**config.mk**
```make
export PLATFORM = sky130hd
export DESIGN_NAME = pta_arbiter
export DESIGN_NICKNAME = d
export VERILOG_FILES = /design/src/hw/pta_pkg.sv /design/src/hw/pta_arbiter.sv /design/src/hw/pta_pair.sv
export SDC_FILE = /design/constraint.sdc
export NUM_CORES = 1
export LEC_CHECK = 0
export ABC_AREA = 0
export CAP_MARGIN = 20
export CORE_ASPECT_RATIO = 0.9
export CORE_MARGIN = 2
export CORE_UTILIZATION = 46
export CTS_BUF_LIST = sky130_fd_sc_hd__clkbuf_8
export CTS_CLUSTER_DIAMETER = 200
export CTS_CLUSTER_SIZE = 20
export DETAILED_ROUTE_END_ITERATION = 8
export DONT_BUFFER_PORTS = 1
export PLACE_DENSITY = 0.59
export SETUP_SLACK_MARGIN = 0.02
export SYNTH_ARGS = -nofsm -noshare
export SYNTH_HDL_FRONTEND = slang
export SYNTH_SLANG_ARGS = --single-unit
```
**constraint.sdc**
```tcl
create_clock -name clk -period 4.2 [get_ports clk]
set_clock_uncertainty 0.05 [all_clocks]
set_input_delay 0.84 -clock clk [delete_from_list [all_inputs] [get_ports clk]]
set_output_delay 0.84 -clock clk [all_outputs]
set_load 0.02 [all_outputs]
```
**src/hw/pta_pkg.sv**
```systemverilog
// Package of constants, types and helpers for the two-level bus arbiter.
package pta_pkg;

  // ==========================================================================
  // Register map (byte addresses, one 32-bit word each)
  localparam logic [7:0] OFS_PRI1 = 8'h00;
  localparam logic [7:0] OFS_PRIX = 8'h04;
  localparam logic [7:0] OFS_SLOT = 8'h08;
  localparam logic [7:0] OFS_CTRL = 8'h0C;
  localparam logic [7:0] OFS_STAT = 8'h10;

  // ==========================================================================
  // Reset values and writable-bit masks
  localparam logic [7:0] RST_PRI1 = 8'hE0;
  localparam logic [7:0] RST_PRIX = 8'h01;
  localparam logic [7:0] RST_SLOT = 8'h00;
  localparam logic [7:0] RST_CTRL = 8'h80;
  localparam logic [7:0] MSK_PRIX = 8'h0F;
  localparam logic [7:0] MSK_CTRL = 8'h9F;
  localparam logic [23:0] PAD_ZERO = 24'h000000;

  // ==========================================================================
  // Field positions
  localparam int PRI1_ROT_LO = 5;
  localparam int PRI1_FP_LO = 3;
  localparam int PRI1_FIX_LO = 0;
  localparam int PRIX_SUP_LO = 1;
  localparam int PRIX_ROT = 0;
  localparam int CTRL_GAT = 7;
  localparam int CTRL_TO_LO = 3;
  localparam int CTRL_TOEN = 2;
  localparam int CTRL_PARK = 1;
  localparam int CTRL_LOCK = 0;

  // ==========================================================================
  // Requester indices: bit 0 is the side within a bank, bits 2:1 the bank.
  localparam logic [2:0] RQ_DISK = 3'h0;
  localparam logic [2:0] RQ_E = 3'h1;
  localparam logic [2:0] RQ_BRIDGE = 3'h2;
  localparam logic [2:0] RQ_A = 3'h3;
  localparam logic [2:0] RQ_B = 3'h4;
  localparam logic [2:0] RQ_C = 3'h5;
  localparam logic [2:0] RQ_HOST = 3'h6;
  localparam logic [2:0] RQ_D = 3'h7;

  // ==========================================================================
  // Grant-to-frame timeout lengths in clocks
  localparam logic [5:0] TO_CLK_0 = 6'h10;
  localparam logic [5:0] TO_CLK_1 = 6'h04;
  localparam logic [5:0] TO_CLK_2 = 6'h08;
  localparam logic [5:0] TO_CLK_3 = 6'h20;
  localparam logic [5:0] CNT_ONE = 6'h01;

  // ==========================================================================
  // Arbiter states, one-hot.
  typedef enum logic [3:0] {
    ST_ARB = 4'h1,
    ST_FLUSH = 4'h2,
    ST_WAIT = 4'h4,
    ST_OWN = 4'h8
  } pta_state_t;

  // Timeout code to clock count.
  function automatic logic [5:0] pta_to_limit(input logic [1:0] code);
    case (code)
      2'h0: pta_to_limit = TO_CLK_0;
      2'h1: pta_to_limit = TO_CLK_1;
      2'h2: pta_to_limit = TO_CLK_2;
      default: pta_to_limit = TO_CLK_3;
    endcase
  endfunction

  // Super-agent code to a one-hot requester mask; zero when disabled.
  function automatic logic [7:0] pta_sup_mask(input logic [2:0] code);
    logic [7:0] m;
    m = 8'h00;
    case (code)
      3'h1: m[RQ_DISK] = 1'b1;
      3'h2: m[RQ_BRIDGE] = 1'b1;
      3'h3: m[RQ_HOST] = 1'b1;
      3'h4: m[RQ_A] = 1'b1;
      3'h5: m[RQ_B] = 1'b1;
      3'h6: m[RQ_C] = 1'b1;
      3'h7: m[RQ_D] = 1'b1;
      default: m = 8'h00;
    endcase
    return m;
  endfunction

  // Index to one-hot vector.
  function automatic logic [7:0] pta_onehot(input logic [2:0] idx);
    logic [7:0] v;
    v = 8'h00;
    v[idx] = 1'b1;
    return v;
  endfunction

endpackage

```
**src/hw/pta_arbiter.sv**
```systemverilog
// Two-level bus arbiter with timeout, parking, lock and register slave.
`timescale 1ns/10ps
`default_nettype none

module pta_arbiter
  import pta_pkg::*;
(
  // Clock and reset.
  input wire logic clk,
  input wire logic resetn,
  // Avalon-MM register slave.
  input wire logic [7:0] avs_address,
  input wire logic avs_read,
  input wire logic avs_write,
  input wire logic [3:0] avs_byteenable,
  input wire logic [31:0] avs_writedata,
  output logic [31:0] avs_readdata,
  output logic avs_waitrequest,
  // Bus pins, all active low.
  input wire logic [7:0] req_n,
  input wire logic frame_n,
  input wire logic lock_n,
  input wire logic flush_ack_n,
  output logic [7:0] gnt_n,
  output logic flush_req_n
);

  // ==========================================================================
  // Pin synchronisers
  logic [7:0] req_m_q, req_s_q;
  logic [2:0] pin_m_q, pin_s_q;
  logic [7:0] req_act;
  logic frame_act, lock_act, ack_act;

  // Two flops per pin; only the second stage feeds logic.
  always_ff @(posedge clk) begin
    if (!resetn) begin
      req_m_q <= 8'hFF;
      req_s_q <= 8'hFF;
      pin_m_q <= 3'h7;
      pin_s_q <= 3'h7;
    end else begin
      req_m_q <= req_n;
      req_s_q <= req_m_q;
      pin_m_q <= {frame_n, lock_n, flush_ack_n};
      pin_s_q <= pin_m_q;
    end
  end

  assign req_act = ~req_s_q;
  assign frame_act = ~pin_s_q[2];
  assign lock_act = ~pin_s_q[1];
  assign ack_act = ~pin_s_q[0];

  // ==========================================================================
  // Register slave
  logic [7:0] pri1_q, pri1_d, prix_q, prix_d, slot_q, slot_d, ctrl_q, ctrl_d;
  logic [31:0] rd_q, rd_d;
  logic wr_q, wr_d;
  logic [7:0] stat;

  // Register state, readable for software.
  pta_state_t st_q, st_d;
  logic [2:0] own_q, own_d;
  logic locked_q, locked_d;
  logic flush_q, flush_d;
  assign stat = {st_q, locked_q, own_q};

  // Waitrequest drops the cycle after a request; writes land on the edge that raises it again.
  always_comb begin
    pri1_d = pri1_q;
    prix_d = prix_q;
    slot_d = slot_q;
    ctrl_d = ctrl_q;
    rd_d = rd_q;
    wr_d = 1'b1;
    if ((avs_read || avs_write) && wr_q) begin
      wr_d = 1'b0;
      // Only reads load the data flop, so read data hold until the next read.
      if (avs_read) begin
        case (avs_address)
          OFS_PRI1: rd_d = {PAD_ZERO, pri1_q};
          OFS_PRIX: rd_d = {PAD_ZERO, prix_q};
          OFS_SLOT: rd_d = {PAD_ZERO, slot_q};
          OFS_CTRL: rd_d = {PAD_ZERO, ctrl_q};
          OFS_STAT: rd_d = {PAD_ZERO, stat};
          default: rd_d = 32'h00000000;
        endcase
      end
    end
    if (avs_write && !wr_q && avs_byteenable[0]) begin
      case (avs_address)
        OFS_PRI1: pri1_d = avs_writedata[7:0];
        OFS_PRIX: prix_d = avs_writedata[7:0] & MSK_PRIX;
        OFS_SLOT: slot_d = avs_writedata[7:0];
        OFS_CTRL: ctrl_d = avs_writedata[7:0] & MSK_CTRL;
        default: ctrl_d = ctrl_q;
      endcase
    end
  end

  // Register storage with the documented reset values.
  always_ff @(posedge clk) begin
    if (!resetn) begin
      pri1_q <= RST_PRI1;
      prix_q <= RST_PRIX;
      slot_q <= RST_SLOT;
      ctrl_q <= RST_CTRL;
      rd_q <= 32'h00000000;
      wr_q <= 1'b1;
    end else begin
      pri1_q <= pri1_d;
      prix_q <= prix_d;
      slot_q <= slot_d;
      ctrl_q <= ctrl_d;
      rd_q <= rd_d;
      wr_q <= wr_d;
    end
  end

  assign avs_readdata = rd_q;
  assign avs_waitrequest = wr_q;

  // ==========================================================================
  // Level one: three rotating pairs and the fixed bank 0
  logic [7:0] excl_q, excl_d, req_eff;
  logic [3:0] bank_v;
  logic [3:0] bank_side;
  logic tk;
  logic [2:0] tk_idx;

  // A master that just timed out sits out one arbitration round.
  assign req_eff = req_act & ~excl_q;

  // Bank 0 never rotates: the disk port always beats agent e.
  assign bank_side[0] = ~req_eff[RQ_DISK];
  assign bank_v[0] = req_eff[RQ_DISK] | req_eff[RQ_E];

  for (genvar b = 1; b < 4; b++) begin : g_bank
    assign bank_v[b] = req_eff[2*b] | req_eff[2*b+1];
    pta_pair u_pair (
      .clk(clk),
      .resetn(resetn),
      .agent_a_request(req_eff[2*b]),
      .agent_b_request(req_eff[2*b+1]),
      .fix(pri1_q[PRI1_FIX_LO+b-1]),
      .rot(pri1_q[PRI1_ROT_LO+b-1]),
      .take(tk && (tk_idx[2:1] == 2'(b))),
      .take_side(tk_idx[0]),
      .win_side(bank_side[b])
    );
  end

  // ==========================================================================
  // Level two: cyclic bank order picked by scheme, slot round-robin
  logic [2:0] rr_q, rr_d;
  logic [1:0] scheme, win_bank;
  logic [2:0] win_idx;
  logic [7:0] sup_hit;

  // Slots 0..3 carry schemes 0..3; slots 4..7 take the programmed fields.
  always_comb begin
    if (!prix_q[PRIX_ROT]) begin
      scheme = pri1_q[PRI1_FP_LO +: 2];
    end else if (!rr_q[2]) begin
      scheme = rr_q[1:0];
    end else begin
      scheme = slot_q[2*rr_q[1:0] +: 2];
    end
  end

  // First valid bank in the order starting at the scheme's head.
  always_comb begin
    logic [1:0] k;
    k = 2'h0;
    win_bank = scheme;
    for (int i = 3; i >= 0; i--) begin
      k = scheme + 2'(i);
      if (bank_v[k]) begin
        win_bank = k;
      end
    end
  end

  // The super agent, when requesting, overrides the whole tree.
  assign sup_hit = pta_sup_mask(prix_q[PRIX_SUP_LO +: 3]) & req_eff;
  always_comb begin
    win_idx = {win_bank, bank_side[win_bank]};
    for (int i = 0; i < 8; i++) begin
      if (sup_hit[i]) begin
        win_idx = 3'(i);
      end
    end
  end

  // ==========================================================================
  // Grant sequencer
  logic [7:0] gnt_q, gnt_d;
  logic [2:0] last_q, last_d, pend_q, pend_d;
  logic [5:0] cnt_q, cnt_d;
  logic [2:0] park_idx;

  // Idle parking target.
  assign park_idx = ctrl_q[CTRL_PARK] ? last_q : RQ_HOST;

  // Grant, flush handshake, frame wait with timeout and owned-bus tracking.
  always_comb begin
    st_d = st_q;
    gnt_d = gnt_q;
    own_d = own_q;
    last_d = last_q;
    pend_d = pend_q;
    cnt_d = cnt_q;
    excl_d = excl_q;
    flush_d = flush_q;
    locked_d = locked_q;
    rr_d = rr_q;
    tk = 1'b0;
    tk_idx = win_idx;
    case (st_q)
      ST_ARB: begin
        if (|req_eff) begin
          if (ctrl_q[CTRL_GAT] && (win_idx != RQ_HOST)) begin
            // Host caches flush before another master gets the bus.
            st_d = ST_FLUSH;
            pend_d = win_idx;
            flush_d = 1'b1;
            gnt_d = 8'h00;
          end else begin
            tk = 1'b1;
          end
        end else begin
          excl_d = 8'h00;
          gnt_d = pta_onehot(park_idx);
        end
      end
      ST_FLUSH: begin
        tk_idx = pend_q;
        if (ack_act) begin
          flush_d = 1'b0;
          tk = 1'b1;
        end
      end
      ST_WAIT: begin
        if (frame_act) begin
          st_d = ST_OWN;
        end else if (!req_act[own_q]) begin
          st_d = ST_ARB;
          gnt_d = 8'h00;
        end else if (ctrl_q[CTRL_TOEN] &&
                     (cnt_q == pta_to_limit(ctrl_q[CTRL_TO_LO +: 2]) - CNT_ONE)) begin
          st_d = ST_ARB;
          gnt_d = 8'h00;
          excl_d = pta_onehot(own_q);
        end else begin
          cnt_d = cnt_q + CNT_ONE;
        end
      end
      ST_OWN: begin
        if (ctrl_q[CTRL_LOCK] && lock_act && frame_act) begin
          locked_d = 1'b1;
        end
        if (!frame_act && !(locked_q && lock_act)) begin
          // Unlocked bus ends here; a held lock keeps the grant on the owner.
          locked_d = 1'b0;
          st_d = ST_ARB;
          gnt_d = 8'h00;
        end
      end
      default: begin
        st_d = ST_ARB;
        gnt_d = 8'h00;
      end
    endcase
    if (tk) begin
      st_d = ST_WAIT;
      gnt_d = pta_onehot(tk_idx);
      own_d = tk_idx;
      last_d = tk_idx;
      cnt_d = 6'h00;
      excl_d = 8'h00;
      if (prix_q[PRIX_ROT]) begin
        rr_d = rr_q + 3'h1;
      end
    end
  end

  // Sequencer registers; grants come straight from flops.
  always_ff @(posedge clk) begin
    if (!resetn) begin
      st_q <= ST_ARB;
      gnt_q <= 8'h00;
      own_q <= RQ_HOST;
      last_q <= RQ_HOST;
      pend_q <= RQ_HOST;
      cnt_q <= 6'h00;
      excl_q <= 8'h00;
      flush_q <= 1'b0;
      locked_q <= 1'b0;
      rr_q <= 3'h0;
    end else begin
      st_q <= st_d;
      gnt_q <= gnt_d;
      own_q <= own_d;
      last_q <= last_d;
      pend_q <= pend_d;
      cnt_q <= cnt_d;
      excl_q <= excl_d;
      flush_q <= flush_d;
      locked_q <= locked_d;
      rr_q <= rr_d;
    end
  end

  assign gnt_n = ~gnt_q;
  assign flush_req_n = ~flush_q;

endmodule // pta_arbiter

`default_nettype wire

```
**src/hw/pta_pair.sv**
```systemverilog
// Level-one pair arbiter: picks one side of a requester pair.
`timescale 1ns/10ps
`default_nettype none

module pta_pair
  import pta_pkg::*;
(
  // Clock and reset.
  input wire logic clk,
  input wire logic resetn,
  // Requests, side 0 is the first-listed line.
  input wire logic agent_a_request,
  input wire logic agent_b_request,
  // Configuration.
  input wire logic fix,
  input wire logic rot,
  // Grant notice from the arbiter core.
  input wire logic take,
  input wire logic take_side,
  // Result.
  output logic win_side
);

  logic hi_q;
  logic hi_d;
  logic eff_hi;

  // Leading side: fixed order, or the rotating pointer when rotation is on.
  assign eff_hi = rot ? hi_q : fix;
  assign win_side = (agent_a_request && agent_b_request) ? eff_hi : agent_b_request;

  // Rotation steps only when the leading side was granted.
  always_comb begin
    hi_d = hi_q;
    if (!rot) begin
      hi_d = fix;
    end else if (take && (take_side == eff_hi)) begin
      hi_d = ~eff_hi;
    end
  end

  // Pointer register.
  always_ff @(posedge clk) begin
    if (!resetn) begin
      hi_q <= 1'b0;
    end else begin
      hi_q <= hi_d;
    end
  end

endmodule // pta_pair

`default_nettype wire

```
After elaboration in Yosys (flattened, before gate mapping). Index checks and enable logic that the tools add are counted.

Register bits after elaboration: 121. Input bits: 59. Output and inout bits: 42. Word-level logic and storage cells: 240.

Add/subtract/negate cells: 6. $lt $le $gt $ge: 11. Equality and inequality tests: 45. Shifts and indexed selects: 1. Mux-type cells: 90. Bitwise gates (word level): 19. Reductions and logical operators: 45.

Operator list (number): two-way mux 8 bit (11); case mux 8 bit (5 select lines) (1); two-way mux 1 bit (37); two-way mux 3 bit (11); case mux 8 bit (4 select lines) (1); two-way mux 4 bit (6); NOT 8 bit (3); logical AND 1 bit (21); AND reduction 5 bit (4); two-way mux 6 bit (3); != test 2 bit, second input constant (9); case mux 6 bit (3 select lines) (1); bitwise AND 8 bit (2); equality test 8 x 4 -> 1 bit, second input constant (2); case mux 4 bit (4 select lines) (1); case mux 8 bit (2 select lines) (1); less-than comparator 2 x 3 -> 1 bit, second input constant (5); != test 3 bit, second input constant (5); AND reduction 2 bit (7); equality test 3 bit, second input constant (4); less-than comparator 3 x 4 -> 1 bit, second input constant (3); two-way mux 2 bit (6); != test 4 bit, second input constant (3); binary-select mux 1 bit (select 2 bit) (5); other kinds (35) (65).

Logic depth before layout (Yosys ltp). Gate-level depths: netlist of run 1.

Depth after elaboration: 29. Mapped depth: 14. Gate-level depth less buffers: 10.

By module. Synthesis of run 1 repeated with hierarchy kept, for this count alone.

Cells, all modules: 598. Area, all modules: 5019.8 sq um.

Modules (own cells, without submodules): pta_arbiter (times used 1, cells each 574, area each 4805.9 sq um, seq. area each 1881.8 sq um); pta_pair (times used 3, cells each 8, area each 71.3 sq um, seq. area each 20.0 sq um).

Least setup slack after synthesis of run 1. Ideal clock, no wire load.

Path type: register to register. Start point: reg rr_q[0]. End point: reg last_q[2]. Library setup time: 0.129 ns. Data arrival time: 2.781 ns. Required time: 4.021 ns. Setup slack: 1.239 ns. Stages on the path, launching flop included: 14. Buffers on the path: 3. Clock period less this slack: 2.961 ns. Cell sequence: dfxtp_1 > mux2_4 > a211o_1 > and2_4 > buf_6 > a2bb2oi_2 > a2111oi_2 > o31ai_1 > o221ai_1 > and2_1 > buf_6 > buf_4 > mux2i_1 > nand2_1.

Word-level cells in the longest chain between the ends: 25. Elaborated cells between the ends (all ways): 34. Those cells by class: 3 x add/sub; 1 x eq/ne; 1 x shift; 28 x mux; 1 x reduce/logical.

Ends and longest elaborated chain: start, declared (RTL line pta_arbiter.sv:156) `logic [2:0] rr_q, rr_d;`; start signal, assigned (RTL line pta_arbiter.sv:311) `rr_q <= rr_d;`; indexed part select 8 x 4 -> 2 bit (RTL line pta_arbiter.sv:168) `scheme = slot_q[2*rr_q[1:0] +: 2];`; two-way mux 2 bit (*) (RTL line pta_arbiter.sv:165) `end else if (!rr_q[2]) begin`; two-way mux 2 bit (*) (RTL line pta_arbiter.sv:163) `if (!prix_q[PRIX_ROT]) begin`; adder 2 bit (RTL line pta_arbiter.sv:178) `k = scheme + 2'(i);`; binary-select mux 1 bit (select 2 bit) (RTL line pta_arbiter.sv:179) `if (bank_v[k]) begin`; two-way mux 1 bit (implied by the code) (RTL line pta_arbiter.sv:179); two-way mux 2 bit (3 in a row) (RTL line pta_arbiter.sv:179); two-way mux 2 bit (*) (RTL line pta_arbiter.sv:179); binary-select mux 1 bit (select 2 bit) (RTL line pta_arbiter.sv:188) `win_idx = {win_bank, bank_side[win_bank]};`; two-way mux 1 bit (implied by the code) (RTL line pta_arbiter.sv:188); two-way mux 3 bit (*) (8 in a row) (RTL line pta_arbiter.sv:190) `if (sup_hit[i]) begin`; != test 3 bit (RTL line pta_arbiter.sv:223) `if (ctrl_q[CTRL_GAT] && (win_idx != RQ_HOST)) begin`; logical AND 1 bit (RTL line pta_arbiter.sv:223); two-way mux 1 bit (RTL line pta_arbiter.sv:223); two-way mux 1 bit (RTL line pta_arbiter.sv:222) `if (|req_eff) begin`; case mux 1 bit (2 select lines) (RTL line pta_arbiter.sv:220) `case (st_q)`; end signal, assigned (RTL line pta_arbiter.sv:305) `last_q <= last_d;`; end, declared (RTL line pta_arbiter.sv:199) `logic [2:0] last_q, last_d, pend_q, pend_d;`.

Mark *: on every way between the ends. The rest lies on a longest branch, timed or not. The select of a mux whose other input is x is not followed. A chain may end at the register's enable or synchronous reset.

Worst setup path after layout of run 1.
Start point: reg rr_q[0]. End point: reg g_bank[1].u_pair.hi_q.

Word-level cells in the longest chain between the ends: 28. Elaborated cells between the ends (all ways): 39. Those cells by class: 3 x add/sub; 4 x eq/ne; 1 x shift; 28 x mux; 3 x reduce/logical.

Ends and longest elaborated chain: indexed part select 8 x 4 -> 2 bit (RTL line pta_arbiter.sv:168); two-way mux 2 bit (*) (RTL line pta_arbiter.sv:165); two-way mux 2 bit (*) (RTL line pta_arbiter.sv:163); adder 2 bit (RTL line pta_arbiter.sv:178); binary-select mux 1 bit (select 2 bit) (RTL line pta_arbiter.sv:179); two-way mux 1 bit (implied by the code) (RTL line pta_arbiter.sv:179); two-way mux 2 bit (3 in a row) (RTL line pta_arbiter.sv:179); two-way mux 2 bit (*) (RTL line pta_arbiter.sv:179); [10 not listed]; != test 3 bit (RTL line pta_arbiter.sv:223); logical AND 1 bit (RTL line pta_arbiter.sv:223); two-way mux 1 bit (RTL line pta_arbiter.sv:223); two-way mux 1 bit (RTL line pta_arbiter.sv:222); case mux 1 bit (2 select lines) (RTL line pta_arbiter.sv:220); logical AND 1 bit (RTL line pta_arbiter.sv:148) `.take(tk && (tk_idx[2:1] == 2'(b))),`; logical AND 1 bit (*) (RTL line pta_pair.sv:37) `end else if (take && (take_side == eff_hi)) begin`; != test 2 x 1 -> 1 bit (no line) (*); end signal, assigned (RTL line pta_pair.sv:47) `hi_q <= hi_d;`; end, declared (RTL line pta_pair.sv:24) `logic hi_q;`.

Marks and branches as above.

==> results by stage, run 1 <==
Detailed routing:
- The via total after detailed routing is 4,171.
- The residual antenna-violating net count after detailed routing is 0.
- The final wirelength is 12,600 um.
- The count of routing violations after the opening detailed-route iteration is 324.
- After detailed routing, the number of vias per cell comes to 5.95.
- The pre-antenna-repair detailed-routing pass consisted of 9 iterations.
- The average wire per cell in the routed design is 18.0 um.
- For this run, design rule violations remaining after detail routing come to 0.

Clock tree:
- The clock sink count is 97.
- The TritonCTS buffer count is 9.
- The clock transition at the registers of the reported paths is 0.09 ns.
- In this run, post-CTS hold repair placed 0 buffers.
- The post-cts repair resize count is 0.
- The source-to-sink clock delay at the later pin of the worst-skew pair is 0.37 ns.
- The H-tree depth is 3.
- The clock tree root driver cell is sky130_fd_sc_hd__clkbuf_8.
- The clock tree from TritonCTS is done.
- The post-CTS setup buffer count is 0.
- The clock passes through at most 2 buffers.

Logic synthesis:
- The synthesized area per cell is 8.48 um2.
- In the post-synthesis netlist, the biggest area contributors are sky130_fd_sc_hd__dfxtp_1, sky130_fd_sc_hd__mux2i_1, sky130_fd_sc_hd__nor2_1, sky130_fd_sc_hd__nand2_1, sky130_fd_sc_hd__buf_4.
- The area share of the leading cell type in the synthesized netlist is 39.3%.
- The number of standard cells after synthesis is 583.
- The number of flip-flops and latches in the synthesized netlist is 97.
- The share of synthesized area occupied by flip-flops and latches is 39.3%.
- For this run, the leading register cell type out of synthesis is sky130_fd_sc_hd__dfxtp_1.
- The most used standard cell by instance count after synthesis is sky130_fd_sc_hd__dfxtp_1.
- The proportion of synthesized flip-flops having asynchronous set or reset is 0%.
- The Yosys step of the flow raised 0 warnings.
- Yosys mapped the design onto 69 distinct sky130hd cell types.
- The number of flops mapped to enable cells by yosys is 0.
- The cell area after technology mapping is 4940 um2.
- The commonest cells after synthesis are sky130_fd_sc_hd__dfxtp_1, sky130_fd_sc_hd__nor2_1, sky130_fd_sc_hd__nand2_1.
- The largest total area in the synthesized netlist belongs to sky130_fd_sc_hd__dfxtp_1.

Floorplanning:
- In this run the count of I/O pins placed on the die edge is 101.
- For this configuration, the core starts out at a cell density of 47.8%.
- The y dimension of the die is 102 um.
- The chip width is 113 um.
- The area of the die is 11,600 um2.
- The row count is 35.
- The standard cell core area is 10,300 um2.

Run:
- Max-cap violations in this run came to 0.

Finish:
- Measured on the finished design, the core utilization comes to 49.0%.
- The finished cells cover 5070 um2.
- The repair_antennas step left the layout with diodes totalling 0.
- The net count of the finished layout is 632.
- Fill cells in the final layout number 999.
- The area growth from synthesis to layout is 2.48%.
- The proportion of layout cells with a drive suffix above 1 is 6.99%.

Placed design:
- The count of input and output buffers is 0.
- After detailed placement, the total cell area comes to 4900 um2.
- At the end of routability-driven placement, the weighted congestion stood at 0.915.
- Once detailed placement completed, the half-perimeter wirelength came to 9310 um.

GRT:
- The global router's overall resource usage is 22.5%.
- The maximum number of pins on one net before global-route repair is 47.
- The number of global-route vias before repair is 3,692.
- The number of antenna violations at the first check in global routing is 0.
- The first global-routing pass estimated 20,200 um of wire.
- For this run the aggregate overflow at the end of global routing stands at 0.

Worst setup path:
- The critical-path cell with the highest stage delay is sky130_fd_sc_hd__dfxtp_1.
- For the worst setup path, the data required time is 4.41 ns.
- The category of the worst setup path capture point is a register.
- The delay of the slowest cell on the worst path is 0.54 ns.
- The worst setup path is launched from a register.
- Traced cell by cell, the critical path runs through mux2_4 -> a211o_1 -> a21oi_1 -> o311ai_0 -> a211oi_1 -> and3_1 -> o221ai_1 -> and2_1 -> buf_4 -> nand2b_4 -> o311a_1.
- The critical path is of the register to register type.
- In this run the worst path has a maximum fanout of 16.
- The arrival time of data at the critical path endpoint is 3.75 ns.
- The worst path buffer plus inverter count is 1.
- The cell family contributing the most delay on the critical path is compound AO/OA/AOI/OAI gates.

Run status:
- The run finished with clean final reports.

STA:
- The worst slew margin relative to its limit is 27.3%.
- Based on the critical path, the design can be clocked at up to 282 MHz.
- Summed over all failing endpoints, the final setup total negative slack is 0 ns.
- The final count of pins violating max slew came to 0.
- Setup repair after global routing left no endpoint under its margin.
- The final hold violation count is 0.
- The number of setup violations in the final report is 0.
- Of the available clock period, the critical path in the final layout requires 84.3%.
- For the finished layout, the period the worst path requires is 3.54 ns.
- The transition at the pin with the smallest max-transition slack is 1.08 ns.

Hold path:
- The kind of path behind the tightest hold check is register to register.

Pwr:
- Across the VDD grid, the largest voltage drop is 0.182 mV.
- The leakage power total is 2.11 nW.
- Dividing total power by cell area gives a power density of 347 nW/um2.
==> layout make-up <==
class / count / area [um2] / area share (%)
clock inverter: 5 / 25.0 / 0.494
sequential: 97 / 1940 / 38.3
timing repair buffer: 2 / 15.0 / 0.296
multi-input combinational: 438 / 2710 / 53.5
tap: 129 / 161 / 3.19
inverter: 20 / 75.1 / 1.48
clock buffer: 10 / 138 / 2.72
==> report_power, final <==
group | internal, mW | switching, mW
clock network | 0.222 | 0.313
logic | 0.0801 | 0.157
registers | 0.950 | 0.0336
==> metrics by stage <==
step / hold WS (ns) / worst slack (ns) / power (mW) / instances
6_report: 0.356 / 0.659 / 1.76 / 701
5_1_grt: 0.368 / 0.487 / 1.84 / 701
4_1_cts: 0.358 / 0.731 / 1.77 / 701
3_5_place_dp: 0.342 / 0.735 / 1.24 / 686
3_3_place_gp: 0.340 / 0.706 / 1.24 / 686
2_1_floorplan: 0.336 / 1.24 / 1.21 / 606
==> worst paths after layout <==
kind                    from                    end  slack [ns]  depth (start not counted)
setup / recovery     rr_q[0]  g_bank[1].u_pair.hi_q        0.66                         11
hold / removal    req_m_q[0]             req_s_q[0]        0.36                          1
setup reg to reg     rr_q[0]  g_bank[1].u_pair.hi_q        0.66                         11
hold reg to reg   req_m_q[0]             req_s_q[0]        0.36                          1
==> layout by cell type, fill, tap and decap left out, types with 4 or more instances in the layout <==
cell type / synthesis / final
sky130_fd_sc_hd__and3_1: 5 / 5
sky130_fd_sc_hd__o21ai_1: 4 / 4
sky130_fd_sc_hd__xor2_1: 4 / 4
sky130_fd_sc_hd__a21oi_1: 32 / 32
sky130_fd_sc_hd__xnor2_1: 5 / 5
sky130_fd_sc_hd__conb_1: 1 / 24
sky130_fd_sc_hd__a222oi_1: 8 / 8
sky130_fd_sc_hd__nor4_1: 5 / 5
sky130_fd_sc_hd__nor3_1: 9 / 9
sky130_fd_sc_hd__nand2_1: 52 / 52
sky130_fd_sc_hd__nor2b_1: 5 / 5
sky130_fd_sc_hd__mux2i_1: 32 / 32
sky130_fd_sc_hd__nand3_1: 15 / 15
sky130_fd_sc_hd__mux2_2: 7 / 7
sky130_fd_sc_hd__clkbuf_8: 0 / 10
sky130_fd_sc_hd__a31oi_1: 9 / 9
sky130_fd_sc_hd__nor2_1: 77 / 77
sky130_fd_sc_hd__a211oi_1: 8 / 8
sky130_fd_sc_hd__dfxtp_1: 97 / 97
sky130_fd_sc_hd__a22oi_1: 8 / 8
sky130_fd_sc_hd__inv_1: 20 / 22
sky130_fd_sc_hd__o21ai_0: 20 / 20
sky130_fd_sc_hd__o22ai_1: 5 / 5
sky130_fd_sc_hd__ha_1: 5 / 5
sky130_fd_sc_hd__o211ai_1: 5 / 5
sky130_fd_sc_hd__nand2b_1: 28 / 28
==> flip-flops by register name, indices dropped and copies added (netlist names), 3 cells and up <==
signal              cells
prix_q                  4
last_q                  3
pin_s_q                 3
g_bank.u_pair.hi_q      3
avs_readdata            8
req_s_q                 8
pri1_q                  8
slot_q                  8
pin_m_q                 3
pend_q                  3
rr_q                    3
cnt_q                   6
ctrl_q                  6
req_m_q                 8
excl_q                  8
gnt_q                   8
st_q                    4
==> logic make-up (layout without fill, tap and decap cells) <==
family,Yosys count,in the layout,share of synthesized area (%)
AOI/OAI and AO/OA,133,133,18.9
xor gates and xnor gates,9,9,1.59
adders and majority gates,5,5,1.27
buffers and inverters,71,37,7.64
DFF,97,97,39.3
muxes,42,42,8.91
other,1,24,0.0758
and+or+nand+nor,225,225,22.3
==> layer usage <==
metal / part of all wire [%] / global-route usage (%)
met5: 0 / 0
met1: 49 / 32.4
met3: 5.6 / 4.51
met4: 1.9 / 7.69
met2: 43 / 33.9
Power figures use the tool's default switching activity.
==> inputs of run 2 (changes only) <==
- clock period: 4.2 -> 3.5 ns (I/O delays scaled with it)
==> run 2 against run 1 <==
Combinational power grew 23%. Routed wire length up 0.18%. Register-to-register slack got worse by 0.36 ns. Count of clock-buffer cells in the layout up 1. Setup slack lost 0.36 ns. Largest cell class unchanged.
==> results by stage, run 2 (synthesis gave the netlist of run 1 again) <==
Worst setup path:
- The worst setup path is captured at a register.
- The arrival time of data at the critical path endpoint is 3.41 ns.
- The largest fanout on the critical path is 14.
- The critical path is of the register to register type.
- For the worst setup path, the data required time is 3.71 ns.
- The number of cells on the worst reg-to-reg path is 11.
- The kind of start point of the critical path is a register.

STA:
- The worst hold-check slack is 0.349 ns.
- Setup total negative slack on the finished layout was measured at 0 ns.
- The worst slew margin relative to its limit is 36.9%.
- The shortest clock period the worst path allows after layout is 3.20 ns.
- After layout, the worst path uses 91.4% of the clock period.
- Based on the critical path, the design can be clocked at up to 313 MHz.
- Setup repair after global routing left no endpoint under its margin.
- For the pin with the worst max-slew slack, the measured transition is 0.946 ns.
- The final hold violation count is 0.
- The number of setup violations in the final report is 0.
- The final count of pins violating max slew is 0.

Clock tree:
- The clock sink count is 97.
- The H-tree depth is 3.
- The count of hold-fix buffers inserted at cts is 0.
- The clock tree from TritonCTS is done.
- The clock passes through at most 2 buffers.
- The root buffer cell chosen for the clock tree is sky130_fd_sc_hd__clkbuf_8.
- At the later pin of the worst-skew pair, clock insertion delay measures 0.37 ns.
- The clock transition at the registers of the reported paths is 0.09 ns.
- TritonCTS created 9 clock buffers.

GRT:
- The number of global-route vias before repair is 3,740.
- After global routing the overflow that remains totals 0.
- The maximum number of pins on one net before global-route repair is 47.
- The global router's overall resource usage is 22.2%.
- The number of antenna violations at the first check in global routing is 0.
- The first global-routing pass estimated 19,900 um of wire.

Detailed routing:
- Once detail routing completed, the nets flagged for antenna violations numbered 0.
- Wires add up to 12,700 um.
- The routed layout has 4,159 vias.
- The first-pass detailed-route iteration total is 5.
- Dividing the detail-routed via count by the number of cells gives 5.86.
- The count of routing violations after the opening detailed-route iteration is 305.
- For this run, design rule violations remaining after detail routing come to 0.
- The average wire per cell in the routed design is 17.8 um.

Run:
- The number of maximum-capacitance constraint violations is 0.

Floorplanning:
- From left edge to right edge, the die measures 113 um.
- For this configuration, the core starts out at a cell density of 47.8%.
- Measured along the y axis, the die boundary spans 102 um.
- The standard cell core area is 10,300 um2.
- For this design the top-level I/O count stands at 101.
- After floorplanning, the core was divided into 35 placement rows.
- The area of the die is 11,600 um2.

Pwr:
- The leakage power total is 2.18 nW.
- The internal portion of the total power is 1.68 mW.
- The reported net switching power is 0.617 mW.
- The post-route total power is 2.30 mW.
- The largest voltage drop on the vdd net is 0.226 mV.
- The switching part of the total power is 26.8%.
- In this run, flip-flops and latches consume 51.4% of the power.
- The clock power share is 35.9%.
- The fraction of power consumed by combinational cells is 12.7%.
- The total power per unit cell area is 441 nW/um2.

Finish:
- From synthesis to final layout, the design area changed by 5.34%.
- The final layout contains 640 nets.
- In the layout the commonest cells are sky130_fd_sc_hd__dfxtp_1, sky130_fd_sc_hd__nor2_1, sky130_fd_sc_hd__nand2_1, sky130_fd_sc_hd__mux2i_1, sky130_fd_sc_hd__a21oi_1.
- Of the cells placed in the final design, the portion with a size suffix greater than 1 is 8.95%.
- The fill cell instance count of the final layout is 1,013.
- Cells fill 50.4% of the core in the end.
- The count of inserted antenna diode cells is 0.
- The most common cell after layout, fill and taps aside is sky130_fd_sc_hd__dfxtp_1.

Hold path:
- Along the worst hold path, the cell count comes to 1.
- The tightest min-delay check is of the primary input to register type.

Run status:
- The run finished with clean final reports.

Placed design:
- The last weighted congestion value of the routability-driven placer is 0.998.
- Detailed placement ended at an HPWL of 9380 um.
- The count of input and output buffers is 0.
==> run 2: layout make-up <==
type / instances / area (um2) / area share [%]
Timing Repair Buffer: 10 / 75.1 / 1.44
Tap cell: 129 / 161 / 3.10
Multi-Input combinational cell: 438 / 2730 / 52.3
Sequential cell: 97 / 1940 / 37.3
Inverter: 20 / 75.1 / 1.44
Clock buffer: 11 / 151 / 2.91
Clock inverter: 5 / 77.6 / 1.49
==> run 2: final timing paths <==
| path | start | end | slack [ns] |
|---|---|---|---|
| worst min register to register | pin_m_q[1] | pin_s_q[1] | 0.36 |
| worst min-delay path | resetn | last_q[1] | 0.35 |
| worst max register to register | rr_q[0] | g_bank[1].u_pair.hi_q | 0.30 |
| worst max-delay path | rr_q[0] | g_bank[1].u_pair.hi_q | 0.30 |
==> run 2: power by group through the flow <==
stage / Combinational [mW] / Sequential (mW) / Clock (mW)
after floorplan: 0.260 / 1.19 / 0
after global placement: 0.285 / 1.20 / 0
after detailed placement: 0.287 / 1.21 / 0
after CTS: 0.288 / 1.18 / 0.853
after global routing: 0.321 / 1.19 / 0.892
final: 0.292 / 1.18 / 0.826
==> run 2: critical path, stage by stage (launching register included) <==
cell                       delay, ns
sky130_fd_sc_hd__dfxtp_1        0.41
sky130_fd_sc_hd__mux2_4         0.32
sky130_fd_sc_hd__a211o_1        0.37
sky130_fd_sc_hd__a21oi_1        0.14
sky130_fd_sc_hd__o311ai_0       0.14
sky130_fd_sc_hd__a211oi_1       0.36
sky130_fd_sc_hd__and3_1         0.22
sky130_fd_sc_hd__o221ai_1       0.16
sky130_fd_sc_hd__and2_1         0.22
sky130_fd_sc_hd__buf_4          0.19
sky130_fd_sc_hd__nand2b_4       0.18
sky130_fd_sc_hd__o311a_1        0.33
==> run 2: through the flow <==
stage	worst slack [ns]	instances	area, um2
4_1_cts	0.173	710	5190
2_1_floorplan	0.539	606	5030
3_5_place_dp	0.195	694	4960
5_1_grt	0.0321	710	5210
6_report	0.301	710	5210
3_3_place_gp	0.246	694	4960
==> run 2: timing repair <==
item                       in CTS  in global routing
setup buffers                   0                  0
setup endpoints to repair       0                 30
gates resized for setup         0                  3
==> run 2: routing by layer <==
layer | vias up | share of wire [%] | track usage, %
met2 | 143 | 44 | 34.9
li1 | 2009 | - | -
met1 | 1990 | 48 | 30.6
met5 | - | 0 | 0
met4 | 0 | 1.4 | 6.57
met3 | 17 | 6.6 | 5.34
==> inputs of run 3 (changes only) <==
- CELL_PAD_IN_SITES_DETAIL_PLACEMENT: not set -> 2
- CELL_PAD_IN_SITES_GLOBAL_PLACEMENT: not set -> 2
- CORE_UTILIZATION: 46 -> 39
- PLACE_DENSITY: 0.59 -> 0.8
==> run 3 against run 2 <==
Cell area is 1.5% higher. Setup slack worse by 0.11 ns. Routed wire length is 28% higher. Global-route usage is 2.6 points higher. Sequential cell count stayed put. Non-clock buffer count is 1 higher. Critical path type unchanged. Highest routed layer unchanged.
==> results by stage, run 3 (synthesis gave the netlist of run 1 again) <==
Run status:
- The run finished with clean final reports.

Worst setup path:
- In this run the worst path has a maximum fanout of 17.
- The worst register-to-register path has a depth of 12.
- STA classifies the critical path endpoint as a register.
- The setup slack of the worst register-to-register path is 0.20 ns.
- STA puts the critical path data required time at 3.68 ns.
- The worst setup path is of the register to register kind.
- The kind of start point of the critical path is a register.
- The arrival time of data at the critical path endpoint is 3.48 ns.
- In this run the critical register-to-register path is launched from rr_q[1].
- In this run the critical register-to-register path is captured at gnt_q[7].

STA:
- Setup violations remaining at the end of the flow were counted as 0.
- Based on the critical path, the design can be clocked at up to 303 MHz.
- The worst slew margin relative to its limit is 34.2%.
- The final count of pins violating max slew is 0.
- Adding up every negative setup slack in the final design gives 0 ns.
- The shortest clock period the worst path allows after layout is 3.30 ns.
- Setup repair after global routing left no endpoint under its margin.
- Setup slack on the critical path of the routed design comes to 0.196 ns.
- The ratio of final minimum period to clock period is 94.4%.
- The final hold violation count is 0.
- The transition at the pin with the smallest max-transition slack is 0.986 ns.

Pwr:
- The leakage power total is 2.19 nW.
- Power spread over the standard cell area amounts to 442 nW/um2.
- The largest voltage drop on the vdd net is 0.401 mV.

Finish:
- After the last flow step, the layout net total stands at 641.
- The synthesis-to-finish area growth is 6.93%.
- The most common cell after layout, fill and taps aside is sky130_fd_sc_hd__dfxtp_1.
- After filler insertion, the fill cell instance count of the layout stands at 1,393.
- The number of antenna diodes in the final layout is 0.
- The area of the multi-input gates is 2750 um2.
- In the final layout, flip-flops and latches occupy 1950 um2.
- The post-layout instance area is 5290 um2.
- In the layout the commonest cells are sky130_fd_sc_hd__dfxtp_1, sky130_fd_sc_hd__nor2_1, sky130_fd_sc_hd__nand2_1, sky130_fd_sc_hd__mux2i_1, sky130_fd_sc_hd__a21oi_1.
- The proportion of layout cells with a drive suffix above 1 is 10.3%.

Floorplanning:
- The chip width is 123 um.
- The y dimension of the die is 111 um.
- The initialized floorplan defines 39 standard-cell rows.
- For this configuration, the core starts out at a cell density of 39.4%.
- The floorplan step defined a core boundary enclosing 12,500 um2.
- The I/O pin count is 101.
- The area of the die is 13,600 um2.

GRT:
- The number of antenna violations at the first check in global routing is 0.
- In the global route stage, overall resource usage came out at 24.8%.
- The global-route wire length before repair is 25,800 um.
- The number of global-route vias before repair is 4,656.
- The maximum number of pins on one net before global-route repair is 47.
- Global routing finished with a remaining overflow of 0.

Clock tree:
- The clock passes through at most 2 buffers.
- The clock sink count is 97.
- Clock latency on the worst-skew pair, taken at its later pin, is 0.39 ns.
- The clock tree root driver cell is sky130_fd_sc_hd__clkbuf_8.
- TritonCTS built the clock tree.
- The H-tree depth is 3.
- The clock transition at the registers of the reported paths is 0.10 ns.
- Buffers inserted during clock tree synthesis total 9.

Detailed routing:
- The DRC violation count after routing is 0.
- The via total after detailed routing is 4,356.
- The residual antenna-violating net count after detailed routing is 0.
- After detailed routing, the average wire length per cell comes to 21.8 um.
- The first-pass detailed-route iteration total is 4.
- The via count normalized by instance count is 5.84.
- The final wirelength is 16,300 um.
- After the first detailed-routing iteration, the DRC count stood at 272.

Placed design:
- The congestion estimate from routability-driven global placement came to 0.878.
- The half-perimeter wire length after detailed placement is 12,100 um.
- In this run the cell area measured after placement is 5030 um2.
- The worst setup slack before clock tree synthesis is 0.0318 ns.
- The count of input and output buffers is 0.

Hold path:
- Counting instances, the worst hold path has a depth of 1.
- The end point of the most critical hold path is ctrl_q[7].
- The startpoint of the tightest hold check path is resetn.
- The tightest min-delay check is of the primary input to register type.

Run:
- Max-cap violations in this run came to 0.
==> run 3: changes by cell type in the layout (fill, tap and decap cells not counted), sizes merged <==
cell,change
clkbuf,-1
inv,-1
clkinv,+2
buf,+1
==> run 3: how the worst max path moves through the flow <==
stage / start / end / slack (ns) / cells after the start
2_1_floorplan: rr_q[0] / last_q[2] / 0.54 / 13
3_3_place_gp: rr_q[0] / g_bank[1].u_pair.hi_q / 0.18 / 11
3_5_place_dp: rr_q[1] / gnt_q[1] / 0.03 / 10
4_1_cts: rr_q[0] / gnt_q[2] / 0.05 / 11
5_1_grt: rr_q[1] / gnt_q[7] / 0.03 / 12
6_report: rr_q[1] / gnt_q[7] / 0.20 / 12
==> run 3: stage by stage <==
step	hold WS [ns]	utilization, %	power (mW)	cells
finish	0.330	42.2	2.34	746
global route	0.313	42.2	2.43	746
detailed placement	0.349	40.1	1.52	730
global placement	0.339	40.1	1.50	730
floorplan	0.336	-	1.45	606
CTS	0.315	41.9	2.34	746
==> run 3: routing by layer <==
layer	GRT usage (%)	vias to the layer above	share of wire, %
li1	-	2011	-
met1	33.0	2231	45
met2	40.1	93	49
met3	4.89	21	4.5
met4	7.97	0	1.8
met5	0	-	0
==> run 3: power by group <==
part           internal (mW)  leakage, nW  switching [mW]
clock                  0.418        0.117           0.409
sequential              1.14        0.791          0.0422
combinational          0.107         1.29           0.222
total                   1.67         2.19           0.673
==> run 3: repair_timing <==
item	in CTS	in global routing
hold buffers	0	0
gates resized for setup	1	9
setup endpoints to repair	4	34
setup buffers	0	0
hold endpoints to repair	0	0
==> run 3: worst max-delay path, cell delays in order, from the launching register on <==
cell,delay [ns]
sky130_fd_sc_hd__dfxtp_2,0.42
sky130_fd_sc_hd__mux2_1,0.34
sky130_fd_sc_hd__o22ai_1,0.19
sky130_fd_sc_hd__buf_4,0.18
sky130_fd_sc_hd__a221oi_1,0.08
sky130_fd_sc_hd__o221a_1,0.33
sky130_fd_sc_hd__a2111oi_2,0.46
sky130_fd_sc_hd__o31ai_2,0.14
sky130_fd_sc_hd__o221ai_1,0.23
sky130_fd_sc_hd__and2_1,0.27
sky130_fd_sc_hd__buf_12,0.18
sky130_fd_sc_hd__nand2b_4,0.17
sky130_fd_sc_hd__o31ai_1,0.08
==> run 3: final cells by class <==
| type | count | share of cell area [%] |
|---|---|---|
| sequential | 97 | 36.8 |
| clock inverter | 6 | 1.56 |
| timing repair buffer | 11 | 1.80 |
| clock buffer | 10 | 2.60 |
| inverter | 20 | 1.42 |
| tap | 164 | 3.88 |
| multi-input combinational | 438 | 51.9 |
